===== config.mk =====
export PLATFORM = sky130hd
export DESIGN_NAME = gate_driver_device_flat
export DESIGN_NICKNAME = d
export VERILOG_FILES = /design/src/hdl/gate_link_pkg.sv /design/src/hdl/gate_link_if.sv /design/src/hdl/gate_driver_device.sv /design/src/flat_wrapper.sv
export SDC_FILE = /design/constraint.sdc
export NUM_CORES = 1
export LEC_CHECK = 0
export ABC_AREA = 1
export BUFFER_PORTS_ARGS = -buffer_cell sky130_fd_sc_hd__buf_2
export CAP_MARGIN = 20
export CORE_MARGIN = 1
export CORE_UTILIZATION = 54
export DETAILED_ROUTE_END_ITERATION = 10
export PLACE_DENSITY = 0.78
export SLEW_MARGIN = 10
export SYNTH_ARGS = -nofsm -noshare
export SYNTH_HDL_FRONTEND = slang
export SYNTH_SLANG_ARGS = --single-unit

===== constraint.sdc =====
create_clock -name clk -period 3.2 [get_ports clk]
set_input_delay 0.64 -clock clk [delete_from_list [all_inputs] [get_ports clk]]
set_output_delay 0.64 -clock clk [all_outputs]
set_load 0.02 [all_outputs]

===== src/hdl/gate_link_pkg.sv =====
// Shared constants and types for the three-phase gate input link
package gate_link_pkg;
	// Number of phases driven
	localparam int PHASE_COUNT = 3;
	// Serial frame length in bits
	localparam int FRAME_BITS = 8;
	// Device clock rate in MHz
	localparam int CLK_MHZ = 200;
	// Typical serial clock rate in kHz
	localparam int SCLK_KHZ = 3000;
	// Half period of the serial clock, in device clocks, rounded down
	localparam int SCLK_HALF_CYCLES = (CLK_MHZ * 1000) / (2 * SCLK_KHZ);
	// Longest time from reset to logic reset, in ns
	localparam int RESET_REACT_NS = 77;
	// Cycles allowed for that reaction, rounded down, at least one
	localparam int RESET_REACT_CYCLES = (RESET_REACT_NS * CLK_MHZ / 1000) < 1 ? 1 :
		(RESET_REACT_NS * CLK_MHZ / 1000);
	// Bootstrap charge pulse length in device clocks
	localparam int BOOT_PULSE_CYCLES = 16;
	// Reset values
	localparam logic [2:0] UPPER_IDLE_N = 3'h7;
	localparam logic [2:0] LOWER_IDLE = 3'h0;
	// Host sequencing states
	typedef enum logic [1:0] {
		HOST_IDLE = 2'b00,
		HOST_SHIFT_HI = 2'b01,
		HOST_SHIFT_LO = 2'b10,
		HOST_DONE = 2'b11
	} host_state_e;
endpackage


===== src/hdl/gate_link_if.sv =====
// Pin-level interface between the controller and the gate driver
`timescale 1ns/100ps
interface gate_link_if;
	// Enables
	logic gateEnableFirst;
	logic gateEnableSecond;
	// Phase commands, upper active low, lower active high
	logic [2:0] upperCmdN;
	logic [2:0] lowerCmd;
	// Status outputs from the device
	logic [2:0] levelFlag;
	logic overcurrentFlagOut;
	// Serial port
	logic chipSelectN;
	logic serialClk;
	logic serialIn;
	logic serialOut;
	logic serialOutEnN;
	// Serial output as the controller sees it; a released line shows the inverse
	// of the last bit, so a sample taken while deselected never passes for data
	logic serialOutWire;
	assign serialOutWire = serialOutEnN ? ~serialOut : serialOut;
	// Device reset pin, active low
	logic resetPinN;
	modport device (
		input gateEnableFirst, gateEnableSecond, upperCmdN, lowerCmd,
		input chipSelectN, serialClk, serialIn, resetPinN,
		output levelFlag, overcurrentFlagOut, serialOut, serialOutEnN
	);
	modport host (
		output gateEnableFirst, gateEnableSecond, upperCmdN, lowerCmd,
		output chipSelectN, serialClk, serialIn, resetPinN,
		input levelFlag, overcurrentFlagOut, serialOutWire
	);
endinterface


===== src/hdl/gate_driver_device.sv =====
// Device end: gate command qualification, status outputs and serial port pins
//
// Operation
// - Gates drive only while both enables high
// - Upper gate on when its command low
// - Lower gate on when its command high
// - Level flag low below half load supply
// - Overcurrent result shown on push-pull output
// - Serial port active only while selected
// - Input sampled falling clock edge, MSB first
// - Serial output high impedance until selected
// - Controller runs serial clock near 3 MHz
// - Enable low forces gates off, logic runs
// - Controller pulses lower before upper after enable
// - Reset low disables outputs within 77 ns
`timescale 1ns/100ps
module gate_driver_device
	import gate_link_pkg::*;
#(
	parameter int FRAME_LEN = FRAME_BITS
) (
	// Clock and reset
	input wire logic clk,
	input wire logic reset,
	// Link to controller
	gate_link_if.device link,
	// Analog comparator results, from outside the clock domain
	input wire logic [2:0] upperSourceAboveHalf,
	input wire logic overcurrentDetect,
	// Reply word loaded at frame start
	input wire logic [FRAME_BITS-1:0] replyWord,
	// Gate drive outputs
	output logic [2:0] upperGateOn,
	output logic [2:0] lowerGateOn,
	// Received serial word and its strobe
	output logic [FRAME_BITS-1:0] rxWord,
	output logic rxValid
);
	// Elaboration check: the shifters are built for the package frame length only
	if (FRAME_LEN != FRAME_BITS) begin : g_bad_frame_len
		$error("FRAME_LEN must equal FRAME_BITS");
	end

	////////////////////////////////////////////////////////////////////////////
	// Pin synchronisers: two flops before any logic
	localparam int SYNC_W = 13;
	logic [SYNC_W-1:0] syncA_r; // First stage, read only by second
	logic [SYNC_W-1:0] syncB_r; // Second stage, usable
	logic [SYNC_W-1:0] pinBus; // Gathered pins
	assign pinBus = {link.resetPinN, link.gateEnableFirst, link.gateEnableSecond,
		link.upperCmdN, link.lowerCmd, link.chipSelectN, link.serialClk,
		link.serialIn, overcurrentDetect};
	// Both stages reset to idle-safe levels
	always_ff @(posedge clk or posedge reset) begin
		if (reset) begin
			syncA_r <= {1'b0, 2'b00, UPPER_IDLE_N, LOWER_IDLE, 1'b1, 1'b0, 1'b0, 1'b0};
			syncB_r <= {1'b0, 2'b00, UPPER_IDLE_N, LOWER_IDLE, 1'b1, 1'b0, 1'b0, 1'b0};
		end else begin
			syncA_r <= pinBus;
			syncB_r <= syncA_r;
		end
	end
	logic pinResetN; // Synchronised reset pin
	logic enFirst; // Synchronised enables
	logic enSecond;
	logic [2:0] upperN; // Synchronised commands
	logic [2:0] lower;
	logic csN; // Synchronised select
	logic sclk; // Synchronised serial clock
	logic sdi; // Synchronised serial data
	logic ocSync; // Synchronised overcurrent
	assign {pinResetN, enFirst, enSecond, upperN, lower, csN, sclk, sdi, ocSync} = syncB_r;

	// Level flags synchronised separately
	logic [2:0] lvlA_r;
	logic [2:0] lvlB_r;
	always_ff @(posedge clk or posedge reset) begin
		if (reset) begin
			lvlA_r <= 3'h0;
			lvlB_r <= 3'h0;
		end else begin
			lvlA_r <= upperSourceAboveHalf;
			lvlB_r <= lvlA_r;
		end
	end

	////////////////////////////////////////////////////////////////////////////
	// Gate command qualification
	logic gatesAllowed;
	assign gatesAllowed = enFirst & enSecond & pinResetN;
	// Registered drives; a slip through an enable edge costs one extra cycle only
	always_ff @(posedge clk or posedge reset) begin
		if (reset) begin
			upperGateOn <= 3'h0;
			lowerGateOn <= 3'h0;
		end else begin
			upperGateOn <= gatesAllowed ? ~upperN : 3'h0;
			lowerGateOn <= gatesAllowed ? lower : 3'h0;
		end
	end

	////////////////////////////////////////////////////////////////////////////
	// Status outputs, totem pole, so always driven
	always_ff @(posedge clk or posedge reset) begin
		if (reset) begin
			link.levelFlag <= 3'h0;
			link.overcurrentFlagOut <= 1'b0;
		end else if (!pinResetN) begin
			link.levelFlag <= 3'h0;
			link.overcurrentFlagOut <= 1'b0;
		end else begin
			link.levelFlag <= lvlB_r;
			link.overcurrentFlagOut <= ocSync;
		end
	end

	////////////////////////////////////////////////////////////////////////////
	// Serial clock edge detection
	logic sclkPrev_r;
	always_ff @(posedge clk or posedge reset) begin
		if (reset) sclkPrev_r <= 1'b0;
		else sclkPrev_r <= sclk;
	end
	logic sclkFall;
	logic sclkRise;
	assign sclkFall = sclkPrev_r & ~sclk;
	assign sclkRise = ~sclkPrev_r & sclk;
	logic csPrev_r;
	always_ff @(posedge clk or posedge reset) begin
		if (reset) csPrev_r <= 1'b1;
		else csPrev_r <= csN;
	end
	logic frameStart;
	assign frameStart = csPrev_r & ~csN;
	logic portActive;
	assign portActive = ~csN & pinResetN;

	////////////////////////////////////////////////////////////////////////////
	// Receive shifter
	logic [FRAME_BITS-1:0] rxShift_r;
	logic [3:0] bitCount_r;
	always_ff @(posedge clk or posedge reset) begin
		if (reset) begin
			rxShift_r <= '0;
			bitCount_r <= 4'h0;
			rxWord <= '0;
			rxValid <= 1'b0;
		end else begin
			rxValid <= 1'b0;
			if (!portActive) begin
				// Idle: frame aborted or not yet begun
				bitCount_r <= 4'h0;
			end else if (sclkFall) begin
				rxShift_r <= {rxShift_r[FRAME_BITS-2:0], sdi};
				if (bitCount_r == 4'(FRAME_BITS - 1)) begin
					rxWord <= {rxShift_r[FRAME_BITS-2:0], sdi};
					rxValid <= 1'b1;
					bitCount_r <= 4'h0;
				end else begin
					bitCount_r <= bitCount_r + 4'h1;
				end
			end
		end
	end

	////////////////////////////////////////////////////////////////////////////
	// Transmit shifter, changes on rising edge so the far end samples on falling
	logic [FRAME_BITS-1:0] txShift_r;
	logic txStarted_r; // First rising edge keeps MSB
	always_ff @(posedge clk or posedge reset) begin
		if (reset) begin
			txShift_r <= '0;
			txStarted_r <= 1'b0;
		end else if (frameStart) begin
			txShift_r <= replyWord;
			txStarted_r <= 1'b0;
		end else if (portActive && sclkRise) begin
			if (txStarted_r) txShift_r <= {txShift_r[FRAME_BITS-2:0], 1'b0};
			txStarted_r <= 1'b1;
		end
	end
	// Output drive and enable, enable low means driving
	always_ff @(posedge clk or posedge reset) begin
		if (reset) begin
			link.serialOut <= 1'b0;
			link.serialOutEnN <= 1'b1;
		end else begin
			link.serialOut <= frameStart ? replyWord[FRAME_BITS-1] : txShift_r[FRAME_BITS-1];
			link.serialOutEnN <= ~portActive;
		end
	end
endmodule // gate_driver_device


===== src/flat_wrapper.sv =====
// flat-port wrapper written by rule: the top's interface ports become plain ports
module gate_driver_device_flat import gate_link_pkg::*;
#(
	parameter int FRAME_LEN = FRAME_BITS
)
  (clk, reset, upperSourceAboveHalf, overcurrentDetect, replyWord, upperGateOn, lowerGateOn, rxWord, rxValid, link_gateEnableFirst, link_gateEnableSecond, link_upperCmdN, link_lowerCmd, link_chipSelectN, link_serialClk, link_serialIn, link_resetPinN, link_levelFlag, link_overcurrentFlagOut, link_serialOut, link_serialOutEnN);
  gate_link_if link_i ();
  input wire logic clk;
  input wire logic reset;
  input wire logic [2:0] upperSourceAboveHalf;
  input wire logic overcurrentDetect;
  input wire logic [FRAME_BITS-1:0] replyWord;
  output logic [2:0] upperGateOn;
  output logic [2:0] lowerGateOn;
  output logic [FRAME_BITS-1:0] rxWord;
  output logic rxValid;
  input wire logic [$bits(link_i.gateEnableFirst)-1:0] link_gateEnableFirst;
  input wire logic [$bits(link_i.gateEnableSecond)-1:0] link_gateEnableSecond;
  input wire logic [$bits(link_i.upperCmdN)-1:0] link_upperCmdN;
  input wire logic [$bits(link_i.lowerCmd)-1:0] link_lowerCmd;
  input wire logic [$bits(link_i.chipSelectN)-1:0] link_chipSelectN;
  input wire logic [$bits(link_i.serialClk)-1:0] link_serialClk;
  input wire logic [$bits(link_i.serialIn)-1:0] link_serialIn;
  input wire logic [$bits(link_i.resetPinN)-1:0] link_resetPinN;
  output wire logic [$bits(link_i.levelFlag)-1:0] link_levelFlag;
  output wire logic [$bits(link_i.overcurrentFlagOut)-1:0] link_overcurrentFlagOut;
  output wire logic [$bits(link_i.serialOut)-1:0] link_serialOut;
  output wire logic [$bits(link_i.serialOutEnN)-1:0] link_serialOutEnN;
  assign link_i.gateEnableFirst = link_gateEnableFirst;
  assign link_i.gateEnableSecond = link_gateEnableSecond;
  assign link_i.upperCmdN = link_upperCmdN;
  assign link_i.lowerCmd = link_lowerCmd;
  assign link_i.chipSelectN = link_chipSelectN;
  assign link_i.serialClk = link_serialClk;
  assign link_i.serialIn = link_serialIn;
  assign link_i.resetPinN = link_resetPinN;
  assign link_levelFlag = link_i.levelFlag;
  assign link_overcurrentFlagOut = link_i.overcurrentFlagOut;
  assign link_serialOut = link_i.serialOut;
  assign link_serialOutEnN = link_i.serialOutEnN;
  gate_driver_device #(.FRAME_LEN(FRAME_LEN)) u_core (.clk(clk), .reset(reset), .link(link_i), .upperSourceAboveHalf(upperSourceAboveHalf), .overcurrentDetect(overcurrentDetect), .replyWord(replyWord), .upperGateOn(upperGateOn), .lowerGateOn(lowerGateOn), .rxWord(rxWord), .rxValid(rxValid));
endmodule

==> key figures, run 1 <==
Status
  – Status: finished, final reports clean

Timing
  – RSZ-0062 raised after global routing: false
  – Fin crit share: around 52%
  – Final setup margin: between 1500 and 2000 ps
  – Worst slew pin tran: about 490 ps
  – Final Hold Fails: 0
  – # setup viols final: 0
  – Setup_tns: 0 ps
  – Max_slew headroom: 67.02%
  – Hold slack: between 300 and 400 ps
  – Slew Limit Fails: 0
  – Worst clock skew: just over 10 ps
  – Crit path time final: between 1500 and 2000 ps
  – Max Clk Rate: approximately 0.6 GHz

Logic synthesis
  – Mapped Area: 2608 µm²
  – Synthesized flop and latch total: 75
  – Main synth FF type: dfrtp_1
  – Largest cells by area after synthesis: dfrtp_1 62%, nand2_1 10%, dfstp_2 10%
  – Number of flops mapped to enable cells by yosys: 0
  – Post-Synthesis Cells: approximately 230
  – Yosys warning total: 0
  – Top cell type's share of synthesized area: ~62%
  – Sequential area share after synthesis: 72.46%
  – Synthesized area per cell: around 11 µm²
  – Yosys cell types: 18
  – Most common cell in the synthesized netlist: nand2_1
  – Commonest cells post-synth: 71 x nand2_1, 65 x dfrtp_1, 30 x nand3_1
  – Yosys top cell by area: dfrtp_1
  – Syn nets: about 250
  – Async S/R FF share, synth: 100.0%

Route
  – M1 wire length: ~1.9 mm
  – Wire length on met3: 243 µm
  – DR top layer: met4
  – Final wirelength: about 4.2 mm
  – Met2 WL: about 2.0 mm
  – Residual DRC count: 0
  – 1st-iter DRT viols: around 150
  – DRT Pass-1 Iters: 4
  – WL per Instance: about 12 µm
  – Routed via count: about 1700
  – Antenna-violating nets left: 0
  – Via density: approximately 4.9

Global routing
  – Antenna violations before repair: 0
  – GR Util All Layers: between 15 and 20%
  – Largest net degree at the start of global routing: 53
  – First-pass GRT wire length: a little over 7 mm
  – Aggregate global routing overflow: 0
  – Vias in the first global route: 1618

Power and ir drop
  – Sw Share: 24.92%
  – Pwr Density: 618.3 nW/µm²
  – Static leakage: ~1.7 nW
  – Peak supply drop: ~0.43 mV
  – Sequential share of power: between 50% and 60%
  – Net load switching power: 475.7 µW
  – Pint: 1.433 mW
  – Clock share of power: 38.1%
  – Comb pwr share: under 10%

Hold path
  – HP Class: input pin to async pin

Setup path
  – Critical Path Max Stage Delay: roughly 520 ps
  – Reg-to-reg endpoint: u_core.txShift_r[6]
  – Worst r2r src: u_core.syncB_r[3]
  – CP Max Fanout: 1
  – CP Class: flip-flop to output pin
  – Setup crit end kind: output pin
  – Reg2Reg Depth: 5
  – Crit path DAT: a little over 1000 ps
  – Worst path slowest cell: dfstp_2
  – Largest delay contributor family on the critical path: flip-flops
  – Buffers & Inverters on Critical Path: 1
  – FF-to-FF setup slack: about 1700 ps
  – CP Launch Type: flip-flop
  – CP required: between 2000 and 3000 ps
  – Critical path cell sequence: buf_2

Die
  – Core box area: 4504 µm²
  – Initial Util: between 50% and 60%
  – FP Rows: 24
  – Number of I/O pins: 47
  – Die Ht: 71.49 µm
  – Die ar.: slightly above 5000 µm²
  – Die Wd: 71.49 µm

Clock network
  – Post-CTS Setup Repair Bufs: 0
  – Clock slew at reported path FFs: ~80 ps
  – Total CTS buffers: 9
  – CTS tree: built
  – Post-CTS Resized: 0
  – Max Root-Sink Buffers: 2
  – H-tree depth: 3
  – Skew-Pair Late Insertion Delay: 350 ps
  – Clock sink count: between 70 and 80
  – Hold Buf Count CTS: 0
  – Root buffer cell: clkbuf_8

Placement
  – Final HPWL DP: between 2 and 3 mm
  – Place WS: 1743 ps
  – Port Buf Inserts: 46
  – RePlAce Congestion: 0.7494

Final layout
  – Share of cells above drive strength 1: 29.97%
  – Post-layout util: ~69%
  – Antenna diodes: 0
  – Layout Nets: a little over 300
  – Area Overhead vs Synth: 18.43%

Run
  – Max-Cap Viols: 0
## placed cells by master, fill, tap and decap left out
| cell type | count |
|---|---|
| a21oi_1 | 2 |
| a21oi_2 | 3 |
| buf_12 | 1 |
| buf_2 | 46 |
| bufinv_16 | 1 |
| clkbuf_1 | 1 |
| clkbuf_8 | 9 |
| clkinvlp_4 | 2 |
| dfrtp_1 | 65 |
| dfstp_2 | 10 |
| ha_1 | 1 |
| inv_1 | 16 |
| inv_2 | 3 |
| inv_6 | 3 |
| nand2_1 | 71 |
| nand2_2 | 1 |
| nand2_4 | 1 |
| nand3_1 | 30 |
| nand4_1 | 1 |
| nor2_1 | 12 |
| nor2_4 | 2 |
| nor2_8 | 1 |
| o21ai_0 | 2 |
| o21ai_2 | 3 |
## final cells by class
type | count | area (µm²)
flip-flops and latches | 75 | 1889
fillers | 342 | 1416
multi-input cells | 130 | 613.1
repair buffers | 47 | 250.2
clock buffers | 10 | 127.6
clock inverters | 6 | 71.32
inverters | 19 | 71.32
well taps | 52 | 65.06
## layer usage
metal | up-vias | GRT usage [%]
met4 | 0 | 9.804
met2 | 48 | 28.78
met1 | 785 | 23.87
met3 | 11 | 9.705
met5 | - | 0
li1 | 822 | -
## registers in the layout, indices dropped and copies added, names as in the netlist, 3 cells and up
name and count:
u_core.rxWord 8, u_core.link.levelFlag 3, u_core.rxShift_r 7, u_core.lowerGateOn 3, u_core.lvlA_r 3, u_core.syncA_r 13
u_core.bitCount_r 4, u_core.txShift_r 8, u_core.upperGateOn 3, u_core.syncB_r 13, u_core.lvlB_r 3
## worst max path at each step
stage,start,end,cells after the start
6_report,u_core.link.serialOutEnN,link_serialOutEnN,1
5_1_grt,u_core.link.serialOutEnN,link_serialOutEnN,1
4_1_cts,u_core.link.serialOutEnN,link_serialOutEnN,1
3_5_place_dp,u_core.syncB_r[3],u_core.txShift_r[2],5
3_3_place_gp,u_core.bitCount_r[0],u_core.rxWord[1],6
2_1_floorplan,reset,u_core.bitCount_r[0],1
## power groups by stage
stage	combinational, mW	clock [mW]	sequential (mW)
finish	0.134	0.727	1.05
global route	0.154	0.787	1.05
CTS	0.136	0.743	1.05
detailed placement	0.136	0	1.07
global placement	0.133	0	1.06
floorplan	0.0901	0	1.07
## per-stage QoR
stage / area [µm²] / total power, mW / instances
5_1_grt: 3088 / 1.995 / 339
2_1_floorplan: 2608 / 1.157 / 227
6_report: 3088 / 1.909 / 339
4_1_cts: 3088 / 1.927 / 339
3_3_place_gp: 2889 / 1.197 / 323
3_5_place_dp: 2889 / 1.202 / 323
## logic make-up (layout without fill, tap and decap cells)
| family | count (synthesis) | in the layout | share of synthesized area (%) |
|---|---|---|---|
| buffers and inverters | 22 | 82 | 4.031 |
| AO/OA/AOI/OAI | 10 | 10 | 2.784 |
| adder cells (fa/ha/maj) | 1 | 1 | 0.4798 |
| AND/OR/NAND/NOR | 119 | 119 | 20.25 |
| flip-flops | 75 | 75 | 72.46 |
Note: power is estimated with default switching activity, not from simulation.
==> run 2: changes to the inputs <==
==> constraint.sdc (replaced) <==
create_clock -name clk -period 1.65 [get_ports clk]
set_input_delay 0.33 -clock clk [delete_from_list [all_inputs] [get_ports clk]]
set_output_delay 0.33 -clock clk [all_outputs]
set_load 0.02 [all_outputs]
==> run 2 against run 1 <==
Compared with the run above:
- die area unchanged
- design area is 1.3% higher
- critical path type is now flip-flop to flip-flop
- wire length is 7.3% higher
- critical endpoint is now u_core.txShift_r[3]
- combinational power rose by 110%
- largest cell class unchanged
==> key figures, run 2 (same netlist as run 1, synthesis figures left out) <==
Final layout
  – Most frequent cells in the layout: 71 x nand2_1, 65 x dfrtp_1, 46 x buf_2, 30 x nand3_1, 16 x inv_1 (unchanged)
  – Antenna diodes: 0 (unchanged)
  – Layout Nets: 313 (was 309)
  – Area Overhead vs Synth: 20.01% (was 18.43%)
  – Multi-input combinational cell area: 613.1 µm² (unchanged)
  – Share of cells above drive strength 1: 31.27% (was 29.97%)
  – Largest registers: u_core.syncA_r (13), u_core.syncB_r (13) (unchanged)
  – Fillcell total: 342 (unchanged)
  – Commonest non-fill, non-tap cell in the layout: nand2_1 (unchanged)
  – Register area: 1889 µm² (unchanged)

Power and ir drop
  – Sequential share of power: 56.1% (was 54.9%)
  – Power Total: 3.632 mW (was 1.909 mW)
  – Clock share of power: 36.3% (was 38.1%)
  – Static leakage: 1.725 nW (was 1.704 nW)
  – Comb pwr share: 7.6% (was 7.0%)
  – Peak supply drop: 0.5996 mV (was 0.4263 mV)
  – Sw Share: 25.10% (was 24.92%)
  – Pint: 2.720 mW (was 1.433 mW)
  – Net load switching power: 911.8 µW (was 475.7 µW)
  – Pwr Density: 1161 nW/µm² (was 618.3 nW/µm²)

Setup path
  – Crit path DAT: 1650 ps (was 1010 ps)
  – CP required: 1870 ps (was 2560 ps)
  – CP Max Fanout: 14 (was 1)
  – Setup crit end kind: flip-flop (was output pin)
  – CP Launch Type: flip-flop (unchanged)
  – Reg2Reg Depth: 5 (unchanged)
  – CP Class: flip-flop to flip-flop (was flip-flop to output pin)

Timing
  – Worst clock skew: 9.025 ps (was 10.28 ps)
  – RSZ-0062 raised after global routing: false (unchanged)
  – Slew Limit Fails: 0 (unchanged)
  – Max Clk Rate: approximately 0.70 GHz
  – Final Hold Fails: 0 (unchanged)
  – Setup_tns: 0 ps (unchanged)
  – Hold slack: 31.16 ps (was 307.2 ps)
  – Worst slew pin tran: 520.1 ps (was 494.0 ps)
  – Final setup margin: 215.5 ps (was 1549 ps)
  – Fin crit share: between 80% and 90%
  – Crit path time final: ~1400 ps
  – Max_slew headroom: 65.25% (was 67.02%)
  – # setup viols final: 0 (unchanged)

Route
  – Routed via count: 1702 (was 1666)
  – Via density: 4.962 (was 4.914)
  – Final wirelength: 4.469 mm (was 4.166 mm)
  – WL per Instance: 13.03 µm (was 12.29 µm)
  – Residual DRC count: 0 (unchanged)
  – Antenna-violating nets left: 0 (unchanged)
  – DRT Pass-1 Iters: 5 (was 4)
  – 1st-iter DRT viols: 183 (was 152)

Hold path
  – HP Class: input pin to async pin (unchanged)

Die
  – Die Wd: 71.49 µm (unchanged)
  – Initial Util: 57.89% (unchanged)
  – Die ar.: 5111 µm² (unchanged)
  – Die Ht: 71.49 µm (unchanged)
  – FP Rows: 24 (unchanged)
  – Core box area: 4504 µm² (unchanged)
  – Number of I/O pins: 47 (unchanged)

Run
  – Max-Cap Viols: 0 (unchanged)

Clock network
  – Root buffer cell: clkbuf_8 (unchanged)
  – Hold Buf Count CTS: 0 (unchanged)
  – Total CTS buffers: 9 (unchanged)
  – Post-CTS Resized: 0 (unchanged)
  – Clock sink count: 75 (unchanged)
  – CTS tree: built (unchanged)
  – H-tree depth: 3 (unchanged)
  – Post-CTS Setup Repair Bufs: 0 (unchanged)
  – Skew-Pair Late Insertion Delay: 340 ps (was 350 ps)
  – Max Root-Sink Buffers: 2 (unchanged)
  – Clock slew at reported path FFs: 80 ps (about the same)

Global routing
  – Aggregate global routing overflow: 0 (unchanged)
  – First-pass GRT wire length: 7.527 mm (was 7.100 mm)
  – GR Util All Layers: 20.22% (was 19.45%)
  – Vias in the first global route: 1664 (was 1618)
  – Antenna violations before repair: 0 (unchanged)
  – Largest net degree at the start of global routing: 24 (was 53)

Placement
  – Place WS: 235.6 ps (was 1743 ps)
  – RePlAce Congestion: 0.7527 (was 0.7494)
  – Port Buf Inserts: 46 (unchanged)
  – Final HPWL DP: 3.082 mm (was 2.782 mm)

Status
  – Status: finished, final reports clean (unchanged)
## run 2: cell types whose count changed in the layout (fill, tap and decap cells not counted), sizes merged
cell and change:
clkbuf +1, bufinv -1, inv -1, buf +4, clkinv +1
## run 2: layer usage
| layer | up-vias | GRT usage [%] | share of wire (%) |
|---|---|---|---|
| li1 | 828 | - | - |
| met1 | 805 | 25.54 | 43 |
| met2 | 62 | 32.38 | 50 |
| met3 | 7 | 5.204 | 5.1 |
| met4 | 0 | 11.11 | 1.8 |
| met5 | - | 0 | 0 |
## run 2: worst paths after layout
path / slack [ps] / from / to
setup / recovery: 220 / u_core.syncB_r[3] / u_core.txShift_r[3]
hold / removal: 30 / reset / u_core.link.levelFlag[0]
setup reg to reg: 220 / u_core.syncB_r[3] / u_core.txShift_r[3]
hold reg to reg: 350 / u_core.syncA_r[12] / u_core.syncB_r[12]
max in group asynchronous: 1080 / reset / u_core.lvlA_r[1]
min in group clk: 90 / link_upperCmdN[0] / u_core.syncA_r[7]
## run 2: cell type report
class | instances | share of cell area (%)
clock buffer | 11 | 4.838
timing repair buffer | 51 | 9.356
inverter | 19 | 2.399
clock inverter | 5 | 1.359
tap | 52 | 2.079
multi-input combinational | 130 | 19.59
sequential | 75 | 60.38
## run 2: power groups by stage
stage          Combinational [mW]  Sequential, mW  Clock, mW
2_1_floorplan               0.175            2.07          0
3_3_place_gp                0.268            2.07          0
3_5_place_dp                0.276            2.07          0
4_1_cts                     0.282            2.04       1.36
5_1_grt                     0.315            2.05       1.44
6_report                    0.276            2.04       1.32
## run 2: through the flow
step           utilization [%]  instances  cell area (µm²)
2_1_floorplan                -        227             2611
3_3_place_gp             65.17        327             2935
3_5_place_dp             65.17        327             2935
4_1_cts                  69.47        343             3129
5_1_grt                  69.47        343             3129
6_report                 69.47        343             3129
## run 2: critical path, stage by stage, from the launching register on
cell and delay (ps):
dfstp_2 580, inv_2 100, nand2_2 210, nand2_1 220
nand3_1 150, nand2_1 60
